File: config.mk
export PLATFORM = sky130hd
export DESIGN_NAME = dpw_core
export DESIGN_NICKNAME = d
export VERILOG_FILES = /design/src/hdl/dpw_pkg.sv /design/src/hdl/dpw_sd_acc.sv /design/src/hdl/dpw_core.sv
export SDC_FILE = /design/constraint.sdc
export NUM_CORES = 1
export LEC_CHECK = 0
export ABC_AREA = 1
export ABC_CLOCK_PERIOD_IN_PS = 4950
export BUFFER_PORTS_ARGS = -buffer_cell sky130_fd_sc_hd__buf_2
export CAP_MARGIN = 25
export CORE_MARGIN = 4
export CORE_UTILIZATION = 56
export CTS_CLUSTER_DIAMETER = 60
export DETAILED_ROUTE_END_ITERATION = 16
export PLACE_DENSITY = 0.87
export REMOVE_ABC_BUFFERS = 1
export SYNTH_ARGS = -nofsm -noshare
export SYNTH_HDL_FRONTEND = slang
export SYNTH_SLANG_ARGS = --single-unit
File: constraint.sdc
create_clock -name clk_sys -period 4.95 [get_ports clk_sys]
set_input_delay 0.2475 -clock clk_sys [delete_from_list [all_inputs] [get_ports clk_sys]]
set_output_delay 0.2475 -clock clk_sys [all_outputs]
set_load 0.05 [all_outputs]
File: src/hdl/dpw_pkg.sv
// Constants, register map and mode codes of the dual PWM / sigma-delta block.
// Assumes a 20 MHz system clock and a 32-bit classic Wishbone slave port.
package dpw_pkg;

    // ------------------------------------------------------------
    // Register byte addresses
    // ------------------------------------------------------------
    localparam logic [7:0] ADR_CTRL = 8'h00;
    localparam logic [7:0] ADR_A_LO = 8'h04;
    localparam logic [7:0] ADR_A_HI = 8'h08;
    localparam logic [7:0] ADR_B_LO = 8'h0c;
    localparam logic [7:0] ADR_B_HI = 8'h10;
    localparam logic [7:0] ADR_CNT = 8'h14;

    // ------------------------------------------------------------
    // Control field positions and reset value
    // ------------------------------------------------------------
    localparam int CTRL_MODE_LSB = 4;
    localparam int CTRL_PSC_LSB = 2;
    localparam int CTRL_CSEL_LSB = 0;
    localparam logic [7:0] CTRL_RST = 8'h00;

    // ------------------------------------------------------------
    // Clock source and prescaler codes
    // ------------------------------------------------------------
    localparam logic [1:0] CSEL_DIV15 = 2'h0;
    localparam logic [1:0] CSEL_SYS = 2'h1;
    localparam logic [1:0] CSEL_EXT = 2'h2;
    localparam logic [1:0] CSEL_FAST = 2'h3;
    localparam logic [3:0] SRC_DIV_TERM = 4'he;
    localparam logic [1:0] PSC_1 = 2'h0;
    localparam logic [1:0] PSC_4 = 2'h1;
    localparam logic [1:0] PSC_16 = 2'h2;
    localparam logic [5:0] PSC_TERM_1 = 6'h00;
    localparam logic [5:0] PSC_TERM_4 = 6'h03;
    localparam logic [5:0] PSC_TERM_16 = 6'h0f;
    localparam logic [5:0] PSC_TERM_64 = 6'h3f;

    // ------------------------------------------------------------
    // Operating modes
    // ------------------------------------------------------------
    typedef enum logic [2:0] {
        MODE_OFF = 3'h0,
        MODE_SINGLE = 3'h1,
        MODE_TWIN8 = 3'h2,
        MODE_TWIN16 = 3'h3,
        MODE_SD_NRZ = 3'h4,
        MODE_DUAL8 = 3'h5,
        MODE_SD_RZ = 3'h6,
        MODE_RSVD = 3'h7
    } dpw_mode_e;

endpackage

File: src/hdl/dpw_sd_acc.sv
// First-order sigma-delta accumulator for one output channel.
// Assumes step and clr are one-cycle pulses on clk_sys.
`timescale 1ns/1ps
module dpw_sd_acc import dpw_pkg::*; (
    // Clock and reset
    input wire logic clk_sys,
    input wire logic sys_rst,
    // Control
    input wire logic clr,
    input wire logic step,
    input wire logic [15:0] word,
    // Result
    output logic bit_out
);
    typedef struct packed {
        logic [15:0] acc;
        logic bit_v;
    } dpw_acc_s;

    dpw_acc_s q;
    dpw_acc_s d;
    logic [16:0] sum;

    always_comb begin
        d = q;
        sum = {1'b0, q.acc} + {1'b0, word};
        if (clr) begin
            d = '0;
        end else if (step) begin
            // Carry out is the output bit
            d.acc = sum[15:0];
            d.bit_v = sum[16];
        end
    end

    always_ff @(posedge clk_sys or posedge sys_rst) begin
        if (sys_rst) begin
            q <= '0;
        end else begin
            q <= d;
        end
    end

    assign bit_out = q.bit_v;
endmodule

File: src/hdl/dpw_core.sv
// Dual PWM and sigma-delta DAC with a Wishbone register port.
// Assumes a 20 MHz clk_sys and an external clock pin from another domain.
//
// How it works
// - Single mode: compare_b_word sets the period
// - Single mode: compare_a_word sets duty cycle
// - Twin 8-bit: compare_b_low is common period
// - Twin 8-bit: output_a low from compare_a_low
// - Twin 8-bit: output_b high at b_high, low a_high
// - Twin 8-bit: b_high zero starts both together
// - Twin 16-bit: counter wraps over full range
// - Twin 16-bit: high below own compare word
// - Twin 16-bit: both outputs rise at wrap
// - Sigma-delta updates outputs every PWM clock
// - Sigma-delta high count equals compare word
// - Dual 8-bit: separate periods and duty bytes
// - Dual 8-bit: one clock source and prescaler
// - Return-to-zero: high bits last half clock at /4 and /16, whole clock at divide-by-one; /64 keeps outputs low
// - Three-bit mode field, zero off, seven reserved
// - 16-bit modes: low byte held, high write loads both
// - Control write clears the counter
// - Prescaler divides by 1, 4, 16, 64
//
// The register addresses and the Wishbone register port were decided locally.
`timescale 1ns/1ps
module dpw_core import dpw_pkg::*; (
    // Clock and reset
    input wire logic clk_sys,
    input wire logic sys_rst,
    // Wishbone slave
    input wire logic wb_cyc_i,
    input wire logic wb_stb_i,
    input wire logic wb_we_i,
    input wire logic [7:0] wb_adr_i,
    input wire logic [3:0] wb_sel_i,
    input wire logic [31:0] wb_dat_i,
    output logic [31:0] wb_dat_o,
    output logic wb_ack_o,
    // External PWM clock pin
    input wire logic pin_clk_in,
    // Output pins
    output logic pin_out_a,
    output logic pin_oe_a,
    output logic pin_out_b,
    output logic pin_oe_b
);
    // ------------------------------------------------------------
    // State
    // ------------------------------------------------------------
    typedef struct packed {
        logic ack;
        logic [31:0] rdat;
        logic [7:0] ctrl;
        logic [7:0] hold_a;
        logic [7:0] hold_b;
        logic [15:0] pend_a;
        logic [15:0] pend_b;
        logic [15:0] act_a;
        logic [15:0] act_b;
        logic [2:0] ext_sync;
        logic ext_lvl;
        logic [3:0] src_cnt;
        logic [5:0] psc_cnt;
        logic [15:0] cnt;
        logic [7:0] cnt_b;
        logic out_a;
        logic out_b;
        logic oe_a;
        logic oe_b;
    } dpw_state_s;

    dpw_state_s q;
    dpw_state_s d;

    dpw_mode_e mode;
    dpw_mode_e new_mode;
    logic active;
    logic ext_rise;
    logic src_tick;
    logic tick;
    logic [5:0] psc_term;
    logic [5:0] half;
    logic rz_high;
    logic sd_mode;
    logic sd_step;
    logic sd_bit_a;
    logic sd_bit_b;
    logic la;
    logic lb;
    logic [15:0] na;
    logic [7:0] n8;
    logic [7:0] nb8;
    logic req;
    logic wr;
    logic ctrl_wr;
    logic is16;
    logic [31:0] rd;

    // ------------------------------------------------------------
    // Sigma-delta channels
    // ------------------------------------------------------------
    dpw_sd_acc u_sd_a (
        .clk_sys(clk_sys),
        .sys_rst(sys_rst),
        .clr(ctrl_wr),
        .step(sd_step),
        .word(q.pend_a),
        .bit_out(sd_bit_a)
    );

    dpw_sd_acc u_sd_b (
        .clk_sys(clk_sys),
        .sys_rst(sys_rst),
        .clr(ctrl_wr),
        .step(sd_step),
        .word(q.pend_b),
        .bit_out(sd_bit_b)
    );

    // ------------------------------------------------------------
    // Next-state logic
    // ------------------------------------------------------------
    always_comb begin
        d = q;
        d.ack = 1'b0;
        la = 1'b0;
        lb = 1'b0;
        na = 16'h0000;
        n8 = 8'h00;
        nb8 = 8'h00;
        ext_rise = 1'b0;
        src_tick = 1'b0;
        tick = 1'b0;
        rd = 32'h0000_0000;
        mode = dpw_mode_e'(q.ctrl[CTRL_MODE_LSB +: 3]);
        // Reserved code behaves as disabled
        active = mode != MODE_OFF && mode != MODE_RSVD;
        sd_mode = mode == MODE_SD_NRZ || mode == MODE_SD_RZ;
        is16 = mode == MODE_SINGLE || mode == MODE_TWIN16 || sd_mode;
        // External clock: accepted once stages two and three agree
        d.ext_sync = {q.ext_sync[1:0], pin_clk_in};
        if (q.ext_sync[2] == q.ext_sync[1] && q.ext_sync[2] != q.ext_lvl) begin
            d.ext_lvl = q.ext_sync[2];
            ext_rise = q.ext_sync[2];
        end
        // Source selection, shared by both channels
        case (q.ctrl[CTRL_CSEL_LSB +: 2])
            CSEL_DIV15: begin
                if (q.src_cnt == SRC_DIV_TERM) begin
                    d.src_cnt = 4'h0;
                    src_tick = 1'b1;
                end else begin
                    d.src_cnt = q.src_cnt + 4'h1;
                end
            end
            CSEL_EXT: src_tick = ext_rise;
            default: src_tick = 1'b1;
        endcase
        unique case (q.ctrl[CTRL_PSC_LSB +: 2])
            PSC_1: psc_term = PSC_TERM_1;
            PSC_4: psc_term = PSC_TERM_4;
            PSC_16: psc_term = PSC_TERM_16;
            default: psc_term = PSC_TERM_64;
        endcase
        half = 6'((psc_term + 6'h01) >> 1);
        // Counter holds while disabled
        if (src_tick && active) begin
            if (q.psc_cnt >= psc_term) begin
                d.psc_cnt = 6'h00;
                tick = 1'b1;
            end else begin
                d.psc_cnt = q.psc_cnt + 6'h01;
            end
        end
        sd_step = tick && sd_mode;
        // With divide-by-one no half clock exists, so RZ degrades to NRZ
        rz_high = psc_term == PSC_TERM_1 || q.psc_cnt < half;
        if (!active) begin
            d.act_a = q.pend_a;
            d.act_b = q.pend_b;
            d.out_a = 1'b0;
            d.out_b = 1'b0;
        end else if (sd_mode) begin
            d.act_a = q.pend_a;
            d.act_b = q.pend_b;
            // Refreshed every clk_sys cycle, gated for return-to-zero
            d.out_a = sd_bit_a && (mode == MODE_SD_NRZ || rz_high);
            d.out_b = sd_bit_b && (mode == MODE_SD_NRZ || rz_high);
        end else if (tick) begin
            unique case (mode)
                MODE_SINGLE: begin
                    la = q.cnt >= q.act_b;
                    na = la ? 16'h0000 : q.cnt + 16'h0001;
                    if (la) begin
                        d.act_a = q.pend_a;
                        d.act_b = q.pend_b;
                    end
                    d.cnt = na;
                    d.out_a = na < d.act_a;
                end
                MODE_TWIN8: begin
                    la = q.cnt[7:0] >= q.act_b[7:0];
                    n8 = la ? 8'h00 : q.cnt[7:0] + 8'h01;
                    if (la) begin
                        d.act_a = q.pend_a;
                        d.act_b = q.pend_b;
                    end
                    d.cnt = {8'h00, n8};
                    d.out_a = n8 < d.act_a[7:0];
                    if (n8 == d.act_b[15:8]) begin
                        d.out_b = 1'b1;
                    end else if (n8 == d.act_a[15:8]) begin
                        d.out_b = 1'b0;
                    end
                end
                MODE_TWIN16: begin
                    la = q.cnt == 16'hffff;
                    na = q.cnt + 16'h0001;
                    if (la) begin
                        d.act_a = q.pend_a;
                        d.act_b = q.pend_b;
                    end
                    d.cnt = na;
                    d.out_a = na < d.act_a;
                    d.out_b = na < d.act_b;
                end
                default: begin
                    la = q.cnt[7:0] >= q.act_b[7:0];
                    n8 = la ? 8'h00 : q.cnt[7:0] + 8'h01;
                    lb = q.cnt_b >= q.act_b[15:8];
                    nb8 = lb ? 8'h00 : q.cnt_b + 8'h01;
                    if (la) begin
                        d.act_a[7:0] = q.pend_a[7:0];
                        d.act_b[7:0] = q.pend_b[7:0];
                    end
                    if (lb) begin
                        d.act_a[15:8] = q.pend_a[15:8];
                        d.act_b[15:8] = q.pend_b[15:8];
                    end
                    d.cnt = {8'h00, n8};
                    d.cnt_b = nb8;
                    d.out_a = n8 < d.act_a[7:0];
                    d.out_b = nb8 < d.act_a[15:8];
                end
            endcase
        end

        // Bus slave: one wait state, unmapped reads return zero
        req = wb_cyc_i && wb_stb_i && !q.ack;
        wr = req && wb_we_i && wb_sel_i[0];
        ctrl_wr = wr && wb_adr_i == ADR_CTRL;
        case (wb_adr_i)
            ADR_CTRL: rd = {24'h000000, q.ctrl};
            ADR_A_LO: rd = {24'h000000, q.pend_a[7:0]};
            ADR_A_HI: rd = {24'h000000, q.pend_a[15:8]};
            ADR_B_LO: rd = {24'h000000, q.pend_b[7:0]};
            ADR_B_HI: rd = {24'h000000, q.pend_b[15:8]};
            ADR_CNT: rd = {8'h00, q.cnt_b, q.cnt};
            default: rd = 32'h0000_0000;
        endcase
        if (req) begin
            d.ack = 1'b1;
            d.rdat = wb_we_i ? 32'h0000_0000 : rd;
        end
        if (wr) begin
            case (wb_adr_i)
                ADR_CTRL: begin
                    d.ctrl = {1'b0, wb_dat_i[6:0]};
                    d.cnt = 16'h0000;
                    d.cnt_b = 8'h00;
                    d.psc_cnt = 6'h00;
                    d.src_cnt = 4'h0;
                end
                ADR_A_LO: begin
                    d.hold_a = wb_dat_i[7:0];
                    if (!is16) begin
                        d.pend_a[7:0] = wb_dat_i[7:0];
                    end
                end
                ADR_A_HI: begin
                    if (is16) begin
                        d.pend_a = {wb_dat_i[7:0], q.hold_a};
                    end else begin
                        d.pend_a[15:8] = wb_dat_i[7:0];
                    end
                end
                ADR_B_LO: begin
                    d.hold_b = wb_dat_i[7:0];
                    if (!is16) begin
                        d.pend_b[7:0] = wb_dat_i[7:0];
                    end
                end
                ADR_B_HI: begin
                    if (is16) begin
                        d.pend_b = {wb_dat_i[7:0], q.hold_b};
                    end else begin
                        d.pend_b[15:8] = wb_dat_i[7:0];
                    end
                end
                default: begin
                end
            endcase
        end

        // Pins released to port use when disabled
        new_mode = dpw_mode_e'(d.ctrl[CTRL_MODE_LSB +: 3]);
        d.oe_a = new_mode != MODE_OFF && new_mode != MODE_RSVD;
        d.oe_b = d.oe_a && new_mode != MODE_SINGLE;
    end

    always_ff @(posedge clk_sys or posedge sys_rst) begin
        if (sys_rst) begin
            q <= '0;
            q.ctrl <= CTRL_RST;
        end else begin
            q <= d;
        end
    end

    // ------------------------------------------------------------
    // Outputs
    // ------------------------------------------------------------
    assign wb_ack_o = q.ack;
    assign wb_dat_o = q.rdat;
    assign pin_out_a = q.out_a;
    assign pin_out_b = q.out_b;
    assign pin_oe_a = q.oe_a;
    assign pin_oe_b = q.oe_b;
endmodule

==> flow_summary.json, run 1 <==
{
  "worst_pin_slew_ps": 1060,
  "p_seq_share_pct": 45.7,
  "avgSynthCellArea_sq_um": 7.46,
  "whs_ps": 9.30,
  "yosys.area.top_type_share_pct": 33.6,
  "first_iter_violations": 1882,
  "postCtsHoldBufs": 2,
  "nets": 2054,
  "critPathMostFrequentCell": "nand2_1",
  "period_needed_ps": 4260,
  "fmax_mhz": 235,
  "ys_seq_elements": 188,
  "die_y_microns": 166,
  "slowest_delay_ps": 690,
  "fin_skew_ps": 16.5,
  "rsz0062_at_grt": "no",
  "crit_path_max_fanout": 25,
  "stdcell_area_sq_mm": 0.0149,
  "via_per_inst": 5.99,
  "wl_mm": 42.4,
  "htreeDepth": 4,
  "wl_per_cell_microns": 19.2,
  "criticalPathCategory": "reg2reg",
  "top_layer_used": "met4",
  "clk_latency_ps": 460,
  "start_kind": "flop",
  "finalSetupViolations": 0,
  "ir_drop_mv": 0.170,
  "yosysWarnings": 0,
  "synthArstFlopShare_pct": 100,
  "hold_viol_final": 0,
  "netlist_instances": 1877,
  "vias": 13200,
  "yosys.cell_types.count": 61,
  "grt_pass1_wl_mm": 67.4,
  "synth_area_leader_cell": "dfrtp_1",
  "clockPowerShare_pct": 41.3,
  "grt-ovfl-total": 0,
  "slew_headroom_pct": 28.7,
  "cts_tree": "done",
  "grt_pass1_vias": 12500,
  "worstPathRequired_ps": 5340,
  "ant_nets": 0,
  "p_sw_uw": 1120,
  "finish.utilization_pct": 60.8,
  "cts_sinks": 188,
  "row_count": 57,
  "drt-met1-wl_mm": 17.4,
  "leakagePower_uw": 0.00733,
  "dp.cells": 2177,
  "synth_edf_count": 0,
  "initial_core_util_pct": 57.3,
  "crit_slowest_cell": "o21ai_0",
  "io_pins": 87,
  "io_buffers": 51,
  "drive_gt1_share_pct": 8.85,
  "synth_top_cells_by_count": "428 x nand2_1, 215 x inv_1, 193 x o21ai_0",
  "path_cells": "inv_1, ha_1, a21oi_1, o21ai_0, a21oi_1, nand2_1, o21ai_0, ha_1, a21oi_1, nand3b_1, a21oi_1, a2111oi_0, nand2_1, nand2_1, nand2_1, nand2_1, nand2_1, nand2_1",
  "dp_hpwl_mm": 31.9,
  "die_x_microns": 166,
  "switching_share_pct": 31.7,
  "synth_ff_type": "dfrtp_1",
  "ys_top_cells_by_area": "dfrtp_1 34%, nand2_1 11%, ha_1 11%, o21ai_0 6.9%, inv_1 5.8%",
  "place_area_sq_mm": 0.0142,
  "final-max-slew-violation-count": 0,
  "num_antenna_cells": 0,
  "wl_met3_mm": 4.11,
  "path_clk_slew_ps": 90,
  "grt_max_degree": 84,
  "cts_resized": 0,
  "cp_data_arrival_time_ps": 4650,
  "fin_cells": 2211,
  "route.detailed.drc": 0,
  "numCtsBuffers": 17,
  "cts_setup_buffers": 0,
  "place_congestion": 0.986,
  "status": "finished, final reports clean",
  "synth_area_sq_mm": 0.0140,
  "synth.most_common_cell": "nand2_1",
  "period_share_pct": 86.1,
  "cts_buffer_depth": 2,
  "hp-class": "in2reg",
  "first_pass_iters": 7,
  "wl_met2_mm": 19.0,
  "p_comb_share_pct": 13.0,
  "die-area_sq_mm": 0.0276,
  "grt_use_total_pct": 30.3,
  "antenna_found_initial": 0,
  "maxCapViolations": 0,
  "power.density_mw_per_mm2": 239,
  "ys_seq_area_share_pct": 33.6,
  "crit_path_end_kind": "flop",
  "area_delta_synth_final_pct": 6.14,
  "cellInternalPower_uw": 2420,
  "coreArea_sq_mm": 0.0245,
  "clockRootBuffer": "clkbuf_16"
}
[final cells by class]
cell class              count  area, sq um
clock inverters            15          198
well taps                 324          405
inverters                 227          865
clock buffers              17          425
flip-flops and latches    188         4700
fillers                  2125         9590
repair buffers             64          358
multi-input cells        1376         7920
[critical path, delay by kind of cell, from the launching register on]
family          cells  cell delay, ps
flops               1             420
buf+inv             1             180
compound gates      7            1790
simple gates        8            1170
fa+ha+maj           2             630
[state kept, by name, summed over array words and instances (netlist names)]
signal          flops
wb_ack_o            1
pin_oe_b            1
pin_oe_a            1
pin_out_b           1
u_sd_b.q           16
q                 120
u_sd_b.bit_out      1
pin_out_a           1
mode                3
d                   2
u_sd_a.q           16
wb_dat_o           24
u_sd_a.bit_out      1
[per-layer routing]
| layer | vias up | GRT usage [%] |
|---|---|---|
| met2 | 672 | 48.0 |
| met4 | 0 | 12.6 |
| li1 | 6280 | - |
| met1 | 6168 | 41.1 |
| met3 | 116 | 5.62 |
| met5 | - | 0 |
[worst paths after layout]
check / slack [ps] / from / depth (start not counted) / end
max reg2reg: 690 / q[57] / 18 / pin_out_a
max: 690 / q[57] / 18 / pin_out_a
min reg2reg: 360 / d[40] / 0 / d[41]
min in group asynchronous: 400 / sys_rst / 3 / d[40]
min: 9 / wb_stb_i / 3 / wb_ack_o
max in group asynchronous: 3330 / sys_rst / 4 / q[90]
[layout by cell type, fill, tap and decap left out, types with 5 or more instances in the layout]
cell | synthesis | layout
nand2_1 | 428 | 428
inv_1 | 215 | 214
o21ai_0 | 193 | 193
dfrtp_1 | 188 | 188
nor2_1 | 129 | 129
ha_1 | 128 | 128
a21oi_1 | 121 | 121
buf_2 | 24 | 51
o22ai_1 | 50 | 50
o21ai_1 | 47 | 47
nand3_1 | 39 | 39
nor3_1 | 33 | 33
xor2_1 | 28 | 28
clkbuf_16 | 0 | 17
a211oi_1 | 16 | 16
o21ai_2 | 14 | 14
nand4_1 | 14 | 14
o211ai_1 | 13 | 13
o221ai_1 | 13 | 13
buf_4 | 36 | 11
inv_2 | 10 | 10
conb_1 | 2 | 9
nor2_4 | 8 | 8
nor2_2 | 7 | 7
nand2_2 | 7 | 7
a31oi_1 | 7 | 7
nand3b_1 | 6 | 6
xnor2_1 | 6 | 6
nor3_2 | 5 | 5
o2111ai_1 | 5 | 5
or2_2 | 5 | 5
[cell families (layout without fill, tap and decap cells)]
family / count (synthesis) / after routing / share of synthesized area (%)
AOI/OAI and AO/OA: 506 / 506 / 20.8
xor gates and xnor gates: 35 / 35 / 2.24
adders and majority gates: 130 / 130 / 11.7
buffers and inverters: 320 / 323 / 10.1
DFF: 188 / 188 / 33.6
other: 2 / 9 / 0.0536
and+or+nand+nor: 696 / 696 / 21.5
[metrics by stage]
stage / total power, uW / setup TNS, ps / worst slack, ps
after floorplan: 1970 / -77320 / -411
after global placement: 2080 / 0 / 1030
after detailed placement: 2100 / 0 / 874
after CTS: 3540 / 0 / 840
after global routing: 3690 / 0 / 435
final: 3550 / 0 / 690
[power groups by stage]
stage / Combinational [uW] / Clock, uW / Sequential (uW)
after global placement: 435 / 0 / 1650
after global routing: 529 / 1530 / 1630
final: 462 / 1460 / 1620
after detailed placement: 453 / 0 / 1650
after floorplan: 323 / 0 / 1640
after CTS: 457 / 1460 / 1620
Note: power is estimated with default switching activity, not from simulation.
==> inputs of run 2 (changes only) <==
CORE_UTILIZATION = 57   (was 56)
PLACE_DENSITY = not set   (was 0.87)
PLACE_DENSITY_LB_ADDON = 0.25   (was not set)
SYNTH_HIERARCHICAL = 1   (was not set)
==> flow_summary.json, run 2 <==
{
  "ir_drop_mv": 0.199,
  "grt_max_degree": 106,
  "start_kind": "flop",
  "path_clk_slew_ps": 80,
  "cts_resized": 0,
  "cp_top_family": "compound AO/OA/AOI/OAI gates",
  "criticalPathCategory": "reg2reg",
  "synth_edf_count": 0,
  "synth.most_common_cell": "nand2_1",
  "period_needed_ps": 3960,
  "num_antenna_cells": 0,
  "hold_viol_final": 0,
  "nets": 2246,
  "regMostFlops": "q",
  "synthArstFlopShare_pct": 100,
  "slowest_delay_ps": 730,
  "rrSetupSlack_ps": 990,
  "die-area_sq_mm": 0.0283,
  "status": "finished, final reports clean",
  "ant_nets": 0,
  "via_per_inst": 5.88,
  "period_share_pct": 79.9,
  "final_common_cell": "nand2_1",
  "largest_reg_flops": 120,
  "row_count": 58,
  "synth_ff_type": "dfrtp_1",
  "min-delay-start": "wb_dat_i[1]",
  "setup-tns-final_ps": 0,
  "critPathBufInv": 1,
  "die_x_microns": 168,
  "yosysWarnings": 6,
  "rsz0062_at_grt": "no",
  "cts_tree": "done",
  "cts_buffer_depth": 2,
  "cts_setup_buffers": 0,
  "crit_slowest_cell": "a2111oi_0",
  "dp_hpwl_mm": 34.4,
  "numCtsBuffers": 17,
  "avgSynthCellArea_sq_um": 7.10,
  "fin_skew_ps": 17.1,
  "io_buffers": 51,
  "ys_seq_area_share_pct": 32.1,
  "whs_ps": 37.4,
  "slew_headroom_pct": 32.8,
  "vias": 14200,
  "yosys.area.top_type_share_pct": 32.1,
  "fin_ws_ps": 994,
  "grt-ovfl-total": 0,
  "fmax_mhz": 253,
  "wl_mm": 45.4,
  "regToRegStartpoint": "q[57]",
  "grt_pass1_wl_mm": 71.7,
  "power.density_mw_per_mm2": 229,
  "cp_data_arrival_time_ps": 4350,
  "antenna_found_initial": 1,
  "leakagePower_uw": 0.00820,
  "path_cells": "inv_1, ha_1, a21oi_1, o21ai_0, nor2_1, nand2_2, o21ai_1, ha_1, a21oi_1, o21ai_1, a2111oi_0, nand2_1, nand2_1, nand2_1, nand2_1, nand2_1, nand2_1",
  "place_congestion": 0.996,
  "synth_area_sq_mm": 0.0146,
  "crit_path_end_kind": "flop",
  "postCtsHoldBufs": 2,
  "ys_top_cells_by_area": "dfrtp_1 32%, nand2_1 15%, ha_1 11%, o21ai_0 6.6%, inv_1 6.4%",
  "final_cell_mix": "567 x nand2_1, 249 x inv_1, 194 x o21ai_0, 188 x dfrtp_1, 133 x nor2_1",
  "grt_use_total_pct": 32.0,
  "initial_core_util_pct": 58.0,
  "hp-class": "in2reg",
  "clockRootBuffer": "clkbuf_16",
  "drive_gt1_share_pct": 10.6,
  "synth_top_cells_by_count": "567 x nand2_1, 250 x inv_1, 194 x o21ai_0",
  "die_y_microns": 168,
  "timing.rr.end": "pin_out_a",
  "reg2reg_depth": 17,
  "finalSetupViolations": 0,
  "critPathMostFrequentCell": "nand2_1",
  "io_pins": 87,
  "maxCapViolations": 0,
  "worstHoldEndpoint": "q[123]",
  "cts_sinks": 188,
  "coreArea_sq_mm": 0.0253,
  "first_iter_violations": 1813,
  "wl_per_cell_microns": 18.9,
  "yosys.cell_types.count": 59,
  "clk_latency_ps": 460,
  "route.detailed.drc": 0,
  "htreeDepth": 4,
  "area_delta_synth_final_pct": 6.66,
  "worst_pin_slew_ps": 1010,
  "final-max-slew-violation-count": 0,
  "synth_area_leader_cell": "dfrtp_1",
  "finish.utilization_pct": 61.8,
  "hold_depth": 3,
  "grt_pass1_vias": 13100,
  "netlist_instances": 2061,
  "first_pass_iters": 6,
  "worstPathRequired_ps": 5340,
  "ys_seq_elements": 188,
  "post-place-ws_ps": 1160,
  "crit_path_max_fanout": 25
}
run 2: cell count changes after synthesis, moves of 14 or more:
cell and change:
nor2_2 +14, nand3_1 +22, nand2_2 +14, a21oi_1 -32
inv_1 +35, nor3_1 -15, xor2_1 -16, inv_2 +22
nand2_1 +139
run 2: final cells by class:
class	instances	area, sq um
Fill cell	2338	9640
Clock buffer	17	425
Timing Repair Buffer	66	393
Inverter	285	1080
Tap cell	330	413
Sequential cell	188	4700
Multi-Input combinational cell	1508	8370
Clock inverter	15	225
run 2: cell families after synthesis:
kind of cell / after synthesis / share of synthesized area (%)
and+or+nand+nor: 889 / 26.6
other: 2 / 0.0513
buffers and inverters: 372 / 10.8
adders and majority gates: 130 / 11.2
xor gates and xnor gates: 13 / 0.829
DFF: 188 / 32.1
AOI/OAI and AO/OA: 467 / 18.3
run 2: worst max-delay path by stage:
stage,slack (ps),cells after the start,from,endpoint
after global placement,1170,21,q[12],pin_out_a
after detailed placement,1160,21,q[12],pin_out_a
after CTS,1120,21,q[12],pin_out_a
after floorplan,550,1,sys_rst,d[40]
final,990,17,q[57],pin_out_a
after global routing,690,20,q[12],pin_out_a
run 2: metal layers:
metal / vias up / global-route usage, % / wire (microns)
met5: - / 0 / 11
met1: 6628 / 44.7 / 19400
met3: 92 / 5.05 / 3840
met2: 642 / 51.4 / 20800
met4: 2 / 10.1 / 1330
li1: 6796 / - / -
run 2: per-stage QoR:
stage / cells / total power (uW) / area (sq um)
after floorplan: 1981 / 1900 / 14100
after global placement: 2374 / 2030 / 14900
after detailed placement: 2374 / 2050 / 14900
after CTS: 2408 / 3570 / 15600
after global routing: 2409 / 3690 / 15600
final: 2409 / 3570 / 15600
run 2: worst reg2reg max path: stages (launching register included):
cell and delay (ps):
dfrtp_1 380, inv_1 260, ha_1 340, a21oi_1 160, o21ai_0 110, nor2_1 210
nand2_2 330, o21ai_1 450, ha_1 310, a21oi_1 140, o21ai_1 80, a2111oi_0 730
nand2_1 120, nand2_1 80, nand2_1 40, nand2_1 50, nand2_1 50, nand2_1 50
run 2: where the power goes:
part / internal (uW) / switching, uW
logic: 126 / 276
clock network: 755 / 785
registers: 1580 / 49.4
